[src/common/branch_bit_set_pkg.sv]
// Constants, encodings and register map of the branch and bit-set decoder
package branch_bit_set_pkg;
    localparam int          PC_W          = 21;
    localparam int          ADDR_W        = 12;
    localparam int          INSTR_W       = 16;
    localparam int          PHASE_W       = 4;

    localparam logic [3:0]  PH_Q1         = 4'h1;
    localparam logic [3:0]  PH_Q2         = 4'h2;
    localparam logic [3:0]  PH_Q3         = 4'h4;
    localparam logic [3:0]  PH_Q4         = 4'h8;

    localparam logic [7:0]  OP_NOT_NEG    = 8'hE7;
    localparam logic [7:0]  OP_NO_OVF     = 8'hE5;
    localparam logic [7:0]  OP_NOT_ZERO   = 8'hE1;
    localparam logic [4:0]  OP_ALWAYS     = 5'h1A;
    localparam logic [3:0]  OP_SET_BIT    = 4'h8;

    localparam logic [7:0]  ACCESS_SPLIT  = 8'h60;
    localparam logic [7:0]  INDEXED_MAX   = 8'h5F;
    localparam logic [3:0]  ACCESS_LO_BNK = 4'h0;
    localparam logic [3:0]  ACCESS_HI_BNK = 4'hF;
    localparam logic [PC_W-1:0] PC_STEP   = 21'h000002;
    localparam logic [PC_W-1:0] PC_RESET  = 21'h000000;

    localparam logic [3:0]  REG_CONTROL   = 4'h0;
    localparam logic [3:0]  REG_BANK      = 4'h4;
    localparam logic [3:0]  REG_STATUS    = 4'h8;
    localparam logic [3:0]  REG_PC        = 4'hC;
    localparam int          CTRL_EXT_BIT  = 0;
    localparam int          STAT_TAKEN    = 0;
    localparam int          STAT_FLUSH    = 1;
    localparam int          STAT_UNKNOWN  = 2;
    localparam logic        EXT_RESET     = 1'b0;
    localparam logic [3:0]  BANK_RESET    = 4'h0;

    typedef enum logic [1:0] {
        ST_EXEC  = 2'b01,
        ST_FLUSH = 2'b10
    } seq_state_t;
endpackage

[src/common/q_phase_if.sv]
// Q phase carrier between the phase generator and the decoder
`timescale 1ns/10ps
`default_nettype none
interface q_phase_if;
    logic [3:0] phase;
    modport gen (output phase);
    modport sink (input phase);
endinterface
`default_nettype wire

[src/hdl/branch_bit_set_decode.sv]
// Decoder and executor for relative branches and bit set in file register
//
// Implementation choices: register access over Avalon-MM and the placing of the registers.
`timescale 1ns/10ps
`default_nettype none
// Function
// - Opcode E7 branches when negative flag is clear
// - Opcode E5 branches when overflow flag is clear
// - Opcode E1 branches when zero flag is clear
// - Taken branch loads incremented counter plus twice signed 8-bit offset
// - Untaken branch one cycle; taken adds a cycle of no operation
// - Pattern 11010 always branches by twice 11-bit offset, two cycles
// - Pattern 1000 reads register, sets chosen bit, writes back in one cycle
// - Access bit 0 picks access bank, 1 uses bank select register
// - Access 0, extended set on, address up to 95 uses indexed offset
module branch_bit_set_decode (
    input  wire logic        clock_in,
    input  wire logic        srst_in,
    input  wire logic [3:0]  avs_address_in,
    input  wire logic        avs_read_in,
    input  wire logic        avs_write_in,
    input  wire logic [31:0] avs_writedata_in,
    output logic      [31:0] avs_readdata_out,
    output logic             avs_waitrequest_out,
    input  wire logic [15:0] instr_word_in,
    input  wire logic        instr_valid_in,
    input  wire logic        negative_flag_in,
    input  wire logic        overflow_flag_in,
    input  wire logic        zero_flag_in,
    input  wire logic [11:0] index_base_in,
    input  wire logic [7:0]  mem_rdata_in,
    output logic      [3:0]  q_phase_out,
    output logic             fetch_take_out,
    output logic      [20:0] pc_out,
    output logic      [11:0] mem_addr_out,
    output logic             mem_rd_out,
    output logic             mem_wr_out,
    output logic      [7:0]  mem_wdata_out
);
    q_phase_if qif ();

    q_phase_gen u_phase (
        .clock_in (clock_in),
        .srst_in  (srst_in),
        .qif      (qif)
    );

    branch_bit_set_pkg::seq_state_t state_q;
    branch_bit_set_pkg::seq_state_t state_d;
    logic [15:0] ir_q;
    logic [15:0] ir_d;
    logic        have_q;
    logic        have_d;
    logic [20:0] pc_q;
    logic [20:0] pc_d;
    logic [20:0] target_q;
    logic [20:0] target_d;
    logic        taken_q;
    logic        taken_d;
    logic        take_q;
    logic        take_d;
    logic [11:0] maddr_q;
    logic [11:0] maddr_d;
    logic        mrd_q;
    logic        mrd_d;
    logic        mwr_q;
    logic        mwr_d;
    logic [7:0]  mwdata_q;
    logic [7:0]  mwdata_d;

    logic        wait_q;
    logic        wait_d;
    logic [31:0] rdata_q;
    logic [31:0] rdata_d;
    logic        ext_q;
    logic        ext_d;
    logic [3:0]  bank_q;
    logic [3:0]  bank_d;
    logic        unknown_q;
    logic        unknown_d;

    logic        accept_w;
    logic        is_nn_w;
    logic        is_nov_w;
    logic        is_nz_w;
    logic        is_bra_w;
    logic        is_bsf_w;
    logic        cond_w;
    logic [7:0]  file_w;
    logic [7:0]  mask_w;
    logic [20:0] off8_w;
    logic [20:0] off11_w;
    logic [11:0] addr_w;
    logic        req_w;

    function automatic logic known_op(input logic [15:0] w);
        known_op = (w[15:8] == branch_bit_set_pkg::OP_NOT_NEG)
                || (w[15:8] == branch_bit_set_pkg::OP_NO_OVF)
                || (w[15:8] == branch_bit_set_pkg::OP_NOT_ZERO)
                || (w[15:11] == branch_bit_set_pkg::OP_ALWAYS)
                || (w[15:12] == branch_bit_set_pkg::OP_SET_BIT);
    endfunction

    assign is_nn_w  = have_q && (ir_q[15:8] == branch_bit_set_pkg::OP_NOT_NEG);
    assign is_nov_w = have_q && (ir_q[15:8] == branch_bit_set_pkg::OP_NO_OVF);
    assign is_nz_w  = have_q && (ir_q[15:8] == branch_bit_set_pkg::OP_NOT_ZERO);
    assign is_bra_w = have_q && (ir_q[15:11] == branch_bit_set_pkg::OP_ALWAYS);
    assign is_bsf_w = have_q && (ir_q[15:12] == branch_bit_set_pkg::OP_SET_BIT);

    assign cond_w   = (is_nn_w && !negative_flag_in) || (is_nov_w && !overflow_flag_in)
                   || (is_nz_w && !zero_flag_in) || is_bra_w;
    assign off8_w   = {{12{ir_q[7]}}, ir_q[7:0], 1'b0};
    assign off11_w  = {{9{ir_q[10]}}, ir_q[10:0], 1'b0};
    assign file_w   = ir_q[7:0];
    assign mask_w   = 8'h01 << ir_q[11:9];
    assign accept_w = (qif.phase == branch_bit_set_pkg::PH_Q1)
                   && (state_q == branch_bit_set_pkg::ST_EXEC) && instr_valid_in;
    assign req_w    = avs_read_in || avs_write_in;

    always_comb begin
        addr_w = {bank_q, file_w};
        if (!ir_q[8]) begin
            if (ext_q && (file_w <= branch_bit_set_pkg::INDEXED_MAX)) begin
                addr_w = index_base_in + {4'h0, file_w};
            end else if (file_w < branch_bit_set_pkg::ACCESS_SPLIT) begin
                addr_w = {branch_bit_set_pkg::ACCESS_LO_BNK, file_w};
            end else begin
                addr_w = {branch_bit_set_pkg::ACCESS_HI_BNK, file_w};
            end
        end
    end

    always_comb begin
        state_d  = state_q;
        ir_d     = ir_q;
        have_d   = have_q;
        pc_d     = pc_q;
        target_d = target_q;
        taken_d  = taken_q;
        take_d   = 1'b0;
        maddr_d  = maddr_q;
        mrd_d    = 1'b0;
        mwr_d    = 1'b0;
        mwdata_d = mwdata_q;
        case (qif.phase)
            branch_bit_set_pkg::PH_Q1: begin
                have_d = accept_w;
                take_d = accept_w;
                if (accept_w) begin
                    ir_d = instr_word_in;
                    pc_d = pc_q + branch_bit_set_pkg::PC_STEP;
                end
            end
            branch_bit_set_pkg::PH_Q2: begin
                if (is_bsf_w) begin
                    maddr_d = addr_w;
                    mrd_d   = 1'b1;
                end
            end
            branch_bit_set_pkg::PH_Q3: begin
                if (is_bsf_w) begin
                    mwdata_d = mem_rdata_in | mask_w;
                    mwr_d    = 1'b1;
                end
                taken_d  = cond_w;
                target_d = pc_q + (is_bra_w ? off11_w : off8_w);
            end
            branch_bit_set_pkg::PH_Q4: begin
                if (taken_q && have_q) begin
                    pc_d    = target_q;
                    state_d = branch_bit_set_pkg::ST_FLUSH;
                end else begin
                    state_d = branch_bit_set_pkg::ST_EXEC;
                end
                if (state_q == branch_bit_set_pkg::ST_FLUSH) begin
                    state_d = branch_bit_set_pkg::ST_EXEC;
                end
            end
            default: begin
                have_d = 1'b0;
            end
        endcase
    end

    always_ff @(posedge clock_in) begin
        if (srst_in) begin
            state_q  <= branch_bit_set_pkg::ST_EXEC;
            ir_q     <= 16'h0000;
            have_q   <= 1'b0;
            pc_q     <= branch_bit_set_pkg::PC_RESET;
            target_q <= branch_bit_set_pkg::PC_RESET;
            taken_q  <= 1'b0;
            take_q   <= 1'b0;
            maddr_q  <= 12'h000;
            mrd_q    <= 1'b0;
            mwr_q    <= 1'b0;
            mwdata_q <= 8'h00;
        end else begin
            state_q  <= state_d;
            ir_q     <= ir_d;
            have_q   <= have_d;
            pc_q     <= pc_d;
            target_q <= target_d;
            taken_q  <= taken_d;
            take_q   <= take_d;
            maddr_q  <= maddr_d;
            mrd_q    <= mrd_d;
            mwr_q    <= mwr_d;
            mwdata_q <= mwdata_d;
        end
    end

    // Avalon slave, one wait cycle per access
    always_comb begin
        wait_d    = 1'b1;
        rdata_d   = rdata_q;
        ext_d     = ext_q;
        bank_d    = bank_q;
        unknown_d = unknown_q;
        if (req_w && wait_q) begin
            wait_d  = 1'b0;
            rdata_d = 32'h0000_0000;
            case (avs_address_in)
                branch_bit_set_pkg::REG_CONTROL: rdata_d[branch_bit_set_pkg::CTRL_EXT_BIT] = ext_q;
                branch_bit_set_pkg::REG_BANK:    rdata_d[3:0] = bank_q;
                branch_bit_set_pkg::REG_STATUS: begin
                    rdata_d[branch_bit_set_pkg::STAT_TAKEN]   = taken_q;
                    rdata_d[branch_bit_set_pkg::STAT_FLUSH]   =
                        (state_q == branch_bit_set_pkg::ST_FLUSH);
                    rdata_d[branch_bit_set_pkg::STAT_UNKNOWN] = unknown_q;
                end
                branch_bit_set_pkg::REG_PC:      rdata_d[20:0] = pc_q;
                default:                         rdata_d = 32'h0000_0000;
            endcase
        end
        if (avs_write_in && !wait_q) begin
            case (avs_address_in)
                branch_bit_set_pkg::REG_CONTROL:
                    ext_d = avs_writedata_in[branch_bit_set_pkg::CTRL_EXT_BIT];
                branch_bit_set_pkg::REG_BANK:    bank_d = avs_writedata_in[3:0];
                branch_bit_set_pkg::REG_STATUS: begin
                    if (avs_writedata_in[branch_bit_set_pkg::STAT_UNKNOWN]) begin
                        unknown_d = 1'b0;
                    end
                end
                default:                         ext_d = ext_q;
            endcase
        end
        if (accept_w && !known_op(instr_word_in)) begin
            unknown_d = 1'b1;
        end
    end

    always_ff @(posedge clock_in) begin
        if (srst_in) begin
            wait_q    <= 1'b1;
            rdata_q   <= 32'h0000_0000;
            ext_q     <= branch_bit_set_pkg::EXT_RESET;
            bank_q    <= branch_bit_set_pkg::BANK_RESET;
            unknown_q <= 1'b0;
        end else begin
            wait_q    <= wait_d;
            rdata_q   <= rdata_d;
            ext_q     <= ext_d;
            bank_q    <= bank_d;
            unknown_q <= unknown_d;
        end
    end

    assign avs_readdata_out    = rdata_q;
    assign avs_waitrequest_out = wait_q;
    assign q_phase_out         = qif.phase;
    assign fetch_take_out      = take_q;
    assign pc_out              = pc_q;
    assign mem_addr_out        = maddr_q;
    assign mem_rd_out          = mrd_q;
    assign mem_wr_out          = mwr_q;
    assign mem_wdata_out       = mwdata_q;

    nn_taken_a: assert property (@(posedge clock_in) disable iff (srst_in)
        (qif.phase == branch_bit_set_pkg::PH_Q3 && is_nn_w && !negative_flag_in)
        |-> ##2 (pc_q == $past(pc_q, 2) + 21'(2 * $signed(ir_q[7:0]))))
        else $error("negative clear branch not taken");
    nov_taken_a: assert property (@(posedge clock_in) disable iff (srst_in)
        (qif.phase == branch_bit_set_pkg::PH_Q3 && is_nov_w && !overflow_flag_in)
        |-> ##2 (pc_q == $past(pc_q, 2) + 21'(2 * $signed(ir_q[7:0]))))
        else $error("overflow clear branch not taken");
    nz_taken_a: assert property (@(posedge clock_in) disable iff (srst_in)
        (qif.phase == branch_bit_set_pkg::PH_Q3 && is_nz_w && !zero_flag_in)
        |-> ##2 (pc_q == $past(pc_q, 2) + 21'(2 * $signed(ir_q[7:0]))))
        else $error("zero clear branch not taken");
    cond_hold_a: assert property (@(posedge clock_in) disable iff (srst_in)
        (qif.phase == branch_bit_set_pkg::PH_Q3 && !cond_w)
        |-> ##2 (pc_q == $past(pc_q, 2)))
        else $error("counter moved without taken branch");
    flush_cycle_a: assert property (@(posedge clock_in) disable iff (srst_in)
        (qif.phase == branch_bit_set_pkg::PH_Q4 && have_q && taken_q)
        |=> (state_q == branch_bit_set_pkg::ST_FLUSH && !take_d)[*4]
        ##1 (state_q == branch_bit_set_pkg::ST_EXEC))
        else $error("taken branch lacks one no operation cycle");
    bra_target_a: assert property (@(posedge clock_in) disable iff (srst_in)
        (qif.phase == branch_bit_set_pkg::PH_Q3 && is_bra_w)
        |-> ##2 (pc_q == $past(pc_q, 2) + 21'(2 * $signed(ir_q[10:0]))))
        else $error("unconditional branch target wrong");
    set_write_a: assert property (@(posedge clock_in) disable iff (srst_in)
        (qif.phase == branch_bit_set_pkg::PH_Q3 && is_bsf_w)
        |=> mwr_q && !mrd_q && (mwdata_q == ($past(mem_rdata_in) | (8'h01 << ir_q[11:9])))
        ##1 !mwr_q)
        else $error("bit set write back wrong");
    bank_addr_a: assert property (@(posedge clock_in) disable iff (srst_in)
        (qif.phase == branch_bit_set_pkg::PH_Q2 && is_bsf_w && ir_q[8])
        |=> mrd_q && (mem_addr_out == {$past(bank_q), $past(file_w)}))
        else $error("banked address wrong");
    indexed_addr_a: assert property (@(posedge clock_in) disable iff (srst_in)
        (qif.phase == branch_bit_set_pkg::PH_Q2 && is_bsf_w && !ir_q[8] && ext_q
         && file_w <= branch_bit_set_pkg::INDEXED_MAX)
        |=> (mem_addr_out == $past(index_base_in) + {4'h0, $past(file_w)}))
        else $error("indexed address wrong");
endmodule
`default_nettype wire

[src/hdl/q_phase_gen.sv]
// Four phase rotator, one Q phase per clock
`timescale 1ns/10ps
`default_nettype none
module q_phase_gen (
    input  wire logic    clock_in,
    input  wire logic    srst_in,
    q_phase_if.gen       qif
);
    logic [3:0] phase_q;
    logic [3:0] phase_d;

    always_comb begin
        phase_d = {phase_q[2:0], phase_q[3]};
    end

    always_ff @(posedge clock_in) begin
        if (srst_in) begin
            phase_q <= branch_bit_set_pkg::PH_Q1;
        end else begin
            phase_q <= phase_d;
        end
    end

    assign qif.phase = phase_q;
endmodule
`default_nettype wire

[config.mk]
export PLATFORM = sky130hd
export DESIGN_NAME = branch_bit_set_decode
export DESIGN_NICKNAME = d
export VERILOG_FILES = /design/src/common/branch_bit_set_pkg.sv /design/src/common/q_phase_if.sv /design/src/hdl/branch_bit_set_decode.sv /design/src/hdl/q_phase_gen.sv
export SDC_FILE = /design/constraint.sdc
export NUM_CORES = 1
export LEC_CHECK = 0
export BUFFER_PORTS_ARGS = -buffer_cell sky130_fd_sc_hd__buf_2
export CAP_MARGIN = 0
export CELL_PAD_IN_SITES_DETAIL_PLACEMENT = 1
export CELL_PAD_IN_SITES_GLOBAL_PLACEMENT = 1
export CORE_UTILIZATION = 42
export CTS_CLUSTER_SIZE = 25
export DETAILED_ROUTE_END_ITERATION = 8
export PLACE_DENSITY = 0.84
export RECOVER_POWER = 100
export SLEW_MARGIN = 10
export SYNTH_ARGS = -nofsm -noshare
export SYNTH_HDL_FRONTEND = slang
export SYNTH_HIERARCHICAL = 1
export SYNTH_SLANG_ARGS = --single-unit
[constraint.sdc]
create_clock -name clock_in -period 6.41 [get_ports clock_in]
set_clock_uncertainty 0.15 [all_clocks]
set_input_delay 0.641 -clock clock_in [delete_from_list [all_inputs] [get_ports clock_in]]
set_output_delay 0.641 -clock clock_in [all_outputs]
set_load 0.01 [all_outputs]
==> results.tsv, run 1 <==
stage	metric	value	unit
cts	cts_buffers	17	
critical_path	crit_buf_inv	1	
critical_path	max_stage_delay	2.23	ns
synthesis	ys_ff_latch	117	
route	first_pass_iters	5	
sta	grt_setup_unrepaired	no	
critical_path	cp_data_arrival_time	4.58	ns
global_routing	antenna_found_initial	0	
die	die_h	127	µm
critical_path	critPathLaunchType	flop	
sta	layout_min_cycle_time	4.46	ns
cts	htree_num_levels	4	
synthesis	syn_inst	821	
critical_path	cp_cell_sequence	or4b_1, buf_4, o21ai_0, o21ai_0, a21oi_1, nor2_1	
die	die-area	16200	µm²
pwr	power.leakage	3.05	nW
synthesis	async_flop_share	0	%
cts	cts_setup_buffers	0	
critical_path	endpoint_kind	flop	
sta	tns	0	ns
cts	tritoncts	yes	
route	drtIter0Drc	392	
pwr	ir_drop	0.000171	V
global_routing	grt_first_pass_wirelength	33.5	mm
cells_and_area	finalNetCount	1031	
cts	clockBufferDepth	2	
critical_path	crit_path_frequent_cell	o21ai_0	
synthesis	synth_ff_type	dfxtp_1	
route	vias_per_cell	5.78	
synthesis	avgSynthCellArea	8.05	µm²
cts	cts_num_sinks	117	
global_routing	grt_pass1_vias	6521	
cts	cts-root-buf	clkbuf_16	
critical_path	slowest_stage	o21ai_0	
job	maxCapViolations	4	
min_path	min_to	ir_q[5]	
die	initial_core_util	43.3	%
critical_path	r2r-end	pc_out[3]	
die	fp-row-count	45	
synthesis	yosys_warnings	6	
global_routing	grt_max_degree	76	
global_routing	grt_use_total	26.3	%
critical_path	reg2reg_depth	6	
cts	worstSkewPairLatency	0.42	ns
cells_and_area	layoutNonFillerInstCount	1144	
placement	gp_congestion	0.830	
min_path	hold_class	in2reg	
die	pin_count	161	
sta	worst_slew_pin_slew	2.93	ns
synthesis	syn_area	6610	µm²
cts	cts_resized	0	
cts	cts_hold_buffers	0	
route	drt_wl_total	21.1	mm
cells_and_area	final_util	51.1	%
sta	slew_violations	80	
cells_and_area	area_growth_syn_to_layout	18.1	%
status	violations	max-capacitance violations, max-slew violations	
synthesis	seq_area_frac_synth	35.5	%
critical_path	crit_type	reg2reg	
global_routing	gr-total-overflow	0	
cells_and_area	antenna_cells	0	
critical_path	cp_max_fo	36	
placement	io_buffers	121	
route	remaining_drc_errors	0	
placement	postPlaceCellArea	7290	µm²
sta	max_freq	224	MHz
min_path	hp-start	instr_word_in[5]	
sta	report.final.setup_viol	0	
critical_path	critical_path_required	6.54	ns
die	core	15300	µm²
pwr	finalPower	1.93	mW
route	ant_nets	0	
critical_path	cp_top_family	compound AO/OA/AOI/OAI gates	
route	vias	6612	
synthesis	synth_area_leaders	dfxtp_1 35%, nor2_1 5.7%, a21oi_1 5.5%, ha_1 5.5%, nand2_1 4.6%	
synthesis	synth_top_area_cell	dfxtp_1	
critical_path	r2r-start	u_phase/qif.phase[1]	
critical_path	reg2reg_slack	1.95	ns
placement	dpl.cell_count	1112	
status	status	finished with violations	
synthesis	post-synth-top-count-cell	dfxtp_1	
synthesis	synth-edff-count	0	
sta	relSlewSlack	-97.6	%
pwr	power.density	247	nW/µm²
cells_and_area	design_area	7800	µm²
route	wl_per_cell	18.4	µm
cells_and_area	drive_gt1_share	10.6	%
die	dieWidth	127	µm
placement	dp_hpwl	14.5	mm
sta	hold_violations	0	
sta	period_share	69.5	%
synthesis	synth_top_area_share	35.5	%
cts	path_clk_slew	0.06	ns
min_path	hold_depth	3	
synthesis	synth_commonest_cells	117 x dfxtp_1, 100 x nor2_1, 81 x nand2_1, 73 x a21oi_1, 42 x o21ai_0	
synthesis	yosysUniqueCellTypes	70	
==> cell usage in the layout, fill, tap and decap left out, types with 4 or more instances in the layout <==
cell type	netlist	routed
a21o_1	16	16
dfxtp_1	117	117
conb_1	1	11
a21oi_1	73	73
clkbuf_16	0	17
mux2i_1	25	25
nor3_1	20	20
nand3_1	26	26
nand3b_1	4	4
nor2_1	100	100
bufinv_16	0	4
o211ai_1	5	5
nand4_1	14	14
and3_1	13	13
xor2_1	4	4
clkbuf_1	36	76
a211oi_1	20	20
inv_1	16	16
a311oi_1	4	4
nand2b_1	7	7
a22oi_1	24	24
ha_1	29	29
a31oi_1	17	17
or3_1	6	6
o21a_1	8	8
xnor2_1	6	6
nor2b_1	7	7
o2111ai_1	5	5
buf_2	4	50
nand2_1	81	81
buf_4	11	6
o22ai_1	8	8
nor3b_1	5	6
o21ai_0	42	43
==> sequential cells by signal, indices dropped and copies added, names as in the netlist <==
signal,flops
pc_out,21
taken_q,1
have_q,1
bank_q,4
u_phase/qif.phase,4
unknown_q,1
fetch_take_out,1
mem_rd_out,1
mem_wdata_out,8
ext_q,1
avs_readdata_out,21
ir_q,16
mem_wr_out,1
avs_waitrequest_out,1
state_q,2
target_q,21
mem_addr_out,12
==> logic make-up (layout without fill, tap and decap cells) <==
family	Yosys count	after routing	share of synthesized area [%]
simple gates	307	307	22.7
compound gates	249	249	24.0
fa+ha+maj	31	31	6.10
other cells	1	11	0.0568
xor+xnor	10	10	1.33
flops	117	117	35.5
mux	32	32	5.15
buf+inv	74	176	5.19
==> area by class of cell <==
class                           instances  area, µm²
Fill cell                            1941       7460
Multi-Input combinational cell        640       3940
Sequential cell                       117       2340
Timing Repair Buffer                  128        566
Clock buffer                           24        482
Tap cell                              211        264
Clock inverter                          8        146
Inverter                               16       60.1
==> worst max path at each step <==
stage	from	to	slack, ns	cells after the start
floorplan	ir_q[14]	target_q[19]	3.39	11
global placement	ir_q[14]	target_q[18]	3.15	10
detailed placement	ir_q[14]	target_q[18]	3.10	10
CTS	ir_q[14]	target_q[19]	3.02	10
global route	u_phase/qif.phase[1]	pc_out[3]	1.69	6
finish	u_phase/qif.phase[1]	pc_out[3]	1.95	6
==> stage by stage <==
step	hold WS, ns	setup WS, ns
after floorplan	0.281	3.39
after global routing	0.321	1.69
after global placement	0.291	3.15
after CTS	0.299	3.02
after detailed placement	0.297	3.10
final	0.303	1.95
==> worst min-delay path: stages <==
cell	delay, ns
buf_2	0.07
mux2i_1	0.05
nor2_1	0.07
==> per-layer routing <==
metal  share of wire (%)  global-route usage (%)
met1                  47                    34.8
met4                 1.9                    9.24
met3                 4.5                    4.52
met5                   0                       0
met2                  47                    43.2
==> report_power, final <==
group	internal [mW]	switching, mW
clock network	0.681	0.344
registers	0.738	0.0182
logic	0.0534	0.0916
No activity file was read; power rests on OpenSTA's default activity.
==> run 2, diff against run 1 <==
CORE_UTILIZATION = 36   (was 42)
PLACE_DENSITY = 0.77   (was 0.84)
clock period = 3.93 ns   (was 6.41 ns; I/O delays follow)
==> run 2 against run 1 <==
Compared with the run above:
- the run still ends with max-capacitance violations, max-slew violations left
- maximum frequency up 27%
- clock power up 53%
- setup slack worse by 1.5 ns
- utilization down 7.7 points
- flip-flop and latch count stayed put
- critical path depth up 4
- via count fell by 0.41%
- sequential power grew 63%
- largest power group unchanged
- highest routed layer unchanged
==> results.tsv, run 2 (synthesis gave the netlist of run 1 again) <==
stage	metric	value	unit	change
status	status	finished with violations		unchanged
status	violations	max-capacitance violations, max-slew violations		unchanged
pwr	p_sw_share	25.0	%	was 23.5%
cts	cts_num_sinks	117		unchanged
route	wl_per_cell	18.0	µm	was 18.4 µm
cts	cts-root-buf	clkbuf_16		unchanged
critical_path	critPathLaunchType	flop		unchanged
sta	layout_min_cycle_time	3.51	ns	was 4.46 ns
cells_and_area	nFillCells	2212		was 1941
cts	tritoncts	yes		unchanged
critical_path	cp_data_arrival_time	3.54	ns	was 4.58 ns
cells_and_area	design_area	7800	µm²	about the same
critical_path	endpoint_kind	flop		unchanged
route	drtIter0Drc	431		was 392
sta	tns	0	ns	unchanged
cells_and_area	area_growth_syn_to_layout	18.1	%	about the same
cts	cts_resized	0		unchanged
cts	path_clk_slew	0.06	ns	about the same
sta	hold_violations	0		unchanged
sta	report.final.setup_viol	0		unchanged
die	fp-row-count	49		was 45
placement	io_buffers	121		unchanged
die	die_h	137	µm	was 127 µm
route	vias	6585		was 6612
min_path	hold_class	in2reg		unchanged
global_routing	antenna_found_initial	0		unchanged
cts	cts_buffers	17		unchanged
route	vias_per_cell	5.64		was 5.78
sta	slew_violations	82		was 80
sta	worst_slack	0.418	ns	was 1.95 ns
route	drt_wl_total	21.0	mm	was 21.1 mm
cts	clockBufferDepth	2		unchanged
placement	postPlaceCellArea	7370	µm²	was 7290 µm²
cells_and_area	finalNetCount	1037		was 1031
route	first_pass_iters	5		unchanged
cells_and_area	drive_gt1_share	11.1	%	was 10.6%
die	core	18000	µm²	was 15300 µm²
pwr	intPower	2.27	mW	was 1.47 mW
pwr	power.leakage	3.04	nW	was 3.05 nW
die	dieWidth	137	µm	was 127 µm
critical_path	max_stage_delay	0.57	ns	was 2.23 ns
global_routing	grt_use_total	22.3	%	was 26.3%
placement	dpl.cell_count	1136		was 1112
cells_and_area	layoutNonFillerInstCount	1168		was 1144
die	pin_count	161		unchanged
sta	period_share	89.4	%	was 69.5%
pwr	pwr-share-comb	7.8	%	was 7.5%
die	initial_core_util	36.8	%	was 43.3%
cells_and_area	antenna_cells	0		unchanged
global_routing	grt_pass1_vias	6152		was 6521
route	ant_nets	0		unchanged
route	remaining_drc_errors	0		unchanged
cts	cts_setup_buffers	0		unchanged
global_routing	grt_max_degree	59		was 76
pwr	ir_drop	0.000308	V	was 0.000171 V
pwr	p_seq_share	40.7	%	was 39.3%
critical_path	crit_type	reg2reg		unchanged
critical_path	cp_cell_sequence	nand4b_1, nor3b_2, mux2_1, ha_1, a21o_1, o21bai_1, and3_1, o21ai_0, a31o_2, a31oi_1		was or4b_1, buf_4, o21ai_0, o21ai_0, a21oi_1, nor2_1
sta	grt_setup_unrepaired	no		unchanged
die	die-area	18900	µm²	was 16200 µm²
cells_and_area	layout_common_cells	117 x dfxtp_1, 100 x nor2_1, 81 x nand2_1		unchanged
pwr	finalPower	3.03	mW	was 1.93 mW
cts	worstSkewPairLatency	0.42	ns	about the same
pwr	power.density	388	nW/µm²	was 247 nW/µm²
critical_path	cp_max_fo	10		was 36
placement	post-place-ws	0.647	ns	was 3.10 ns
sta	relSlewSlack	-82.2	%	was -97.6%
pwr	p_sw	0.757	mW	was 0.454 mW
cells_and_area	final_common_cell	dfxtp_1		unchanged
job	maxCapViolations	3		was 4
sta	max_freq	285	MHz	was 224 MHz
pwr	clkPwrFrac	51.5	%	was 53.2%
cts	cts_hold_buffers	0		unchanged
placement	gp_congestion	0.839		was 0.830
cts	htree_num_levels	4		unchanged
critical_path	critical_path_required	3.95	ns	was 6.54 ns
critical_path	slowest_stage	mux2_1		was o21ai_0
placement	dp_hpwl	15.1	mm	was 14.5 mm
sta	worst_slew_pin_slew	2.73	ns	was 2.93 ns
global_routing	grt_first_pass_wirelength	32.5	mm	was 33.5 mm
global_routing	gr-total-overflow	0		unchanged
[run 2: changes by cell type in the layout (fill, tap and decap cells not counted), sizes merged]
| cell | delta |
|---|---|
| clkinvlp | +3 |
| bufinv | -2 |
| clkbuf | +2 |
| clkinv | +2 |
| inv | +1 |
[run 2: path summary, 6_finish.rpt]
kind | startpoint | end | slack, ns | depth (start not counted)
setup / recovery | ir_q[11] | target_q[18] | 0.42 | 10
hold / removal | instr_word_in[3] | ir_q[3] | 0.06 | 3
setup reg to reg | ir_q[11] | target_q[18] | 0.42 | 10
hold reg to reg | target_q[7] | target_q[7] | 0.31 | 2
[run 2: worst max-delay path: cells and delay by family, from the launching register on]
| kind | cells | cell delay [ns] |
|---|---|---|
| mux | 1 | 0.57 |
| compound gates | 5 | 0.94 |
| flops | 1 | 0.39 |
| simple gates | 3 | 0.73 |
| fa+ha+maj | 1 | 0.48 |
[run 2: layout make-up]
cell class	count	area, µm²	share of cell area (%)
Clock buffer	20	467	5.98
Timing Repair Buffer	134	586	7.50
Tap cell	229	287	3.67
Sequential cell	117	2340	30.0
Multi-Input combinational cell	640	3940	50.4
Clock inverter	12	128	1.64
Inverter	16	60.1	0.770
[run 2: per-stage QoR]
stage | utilization [%] | hold WS, ns
after global placement | 41.0 | 0.291
final | 43.4 | 0.0579
after detailed placement | 41.0 | 0.302
after CTS | 44.3 | 0.0560
after global routing | 43.4 | 0.0658
after floorplan | - | 0.281
[run 2: routing by layer]
| layer | routed length, µm | share of wire (%) | vias to the layer above | track usage (%) |
|---|---|---|---|---|
| li1 | - | - | 3208 | - |
| met1 | 10000 | 48 | 3210 | 31.9 |
| met2 | 9710 | 46 | 150 | 34.3 |
| met3 | 1100 | 5.2 | 17 | 4.23 |
| met4 | 204 | 0.97 | 0 | 5.49 |
| met5 | 0 | 0 | - | 0 |
[run 2: power by group through the flow]
stage               sequential [mW]  clock (mW)  combinational (mW)
floorplan                      1.25           0               0.167
global placement               1.26           0               0.234
detailed placement             1.26           0               0.239
CTS                            1.23        1.58               0.242
global route                   1.23        1.63               0.262
finish                         1.23        1.56               0.236
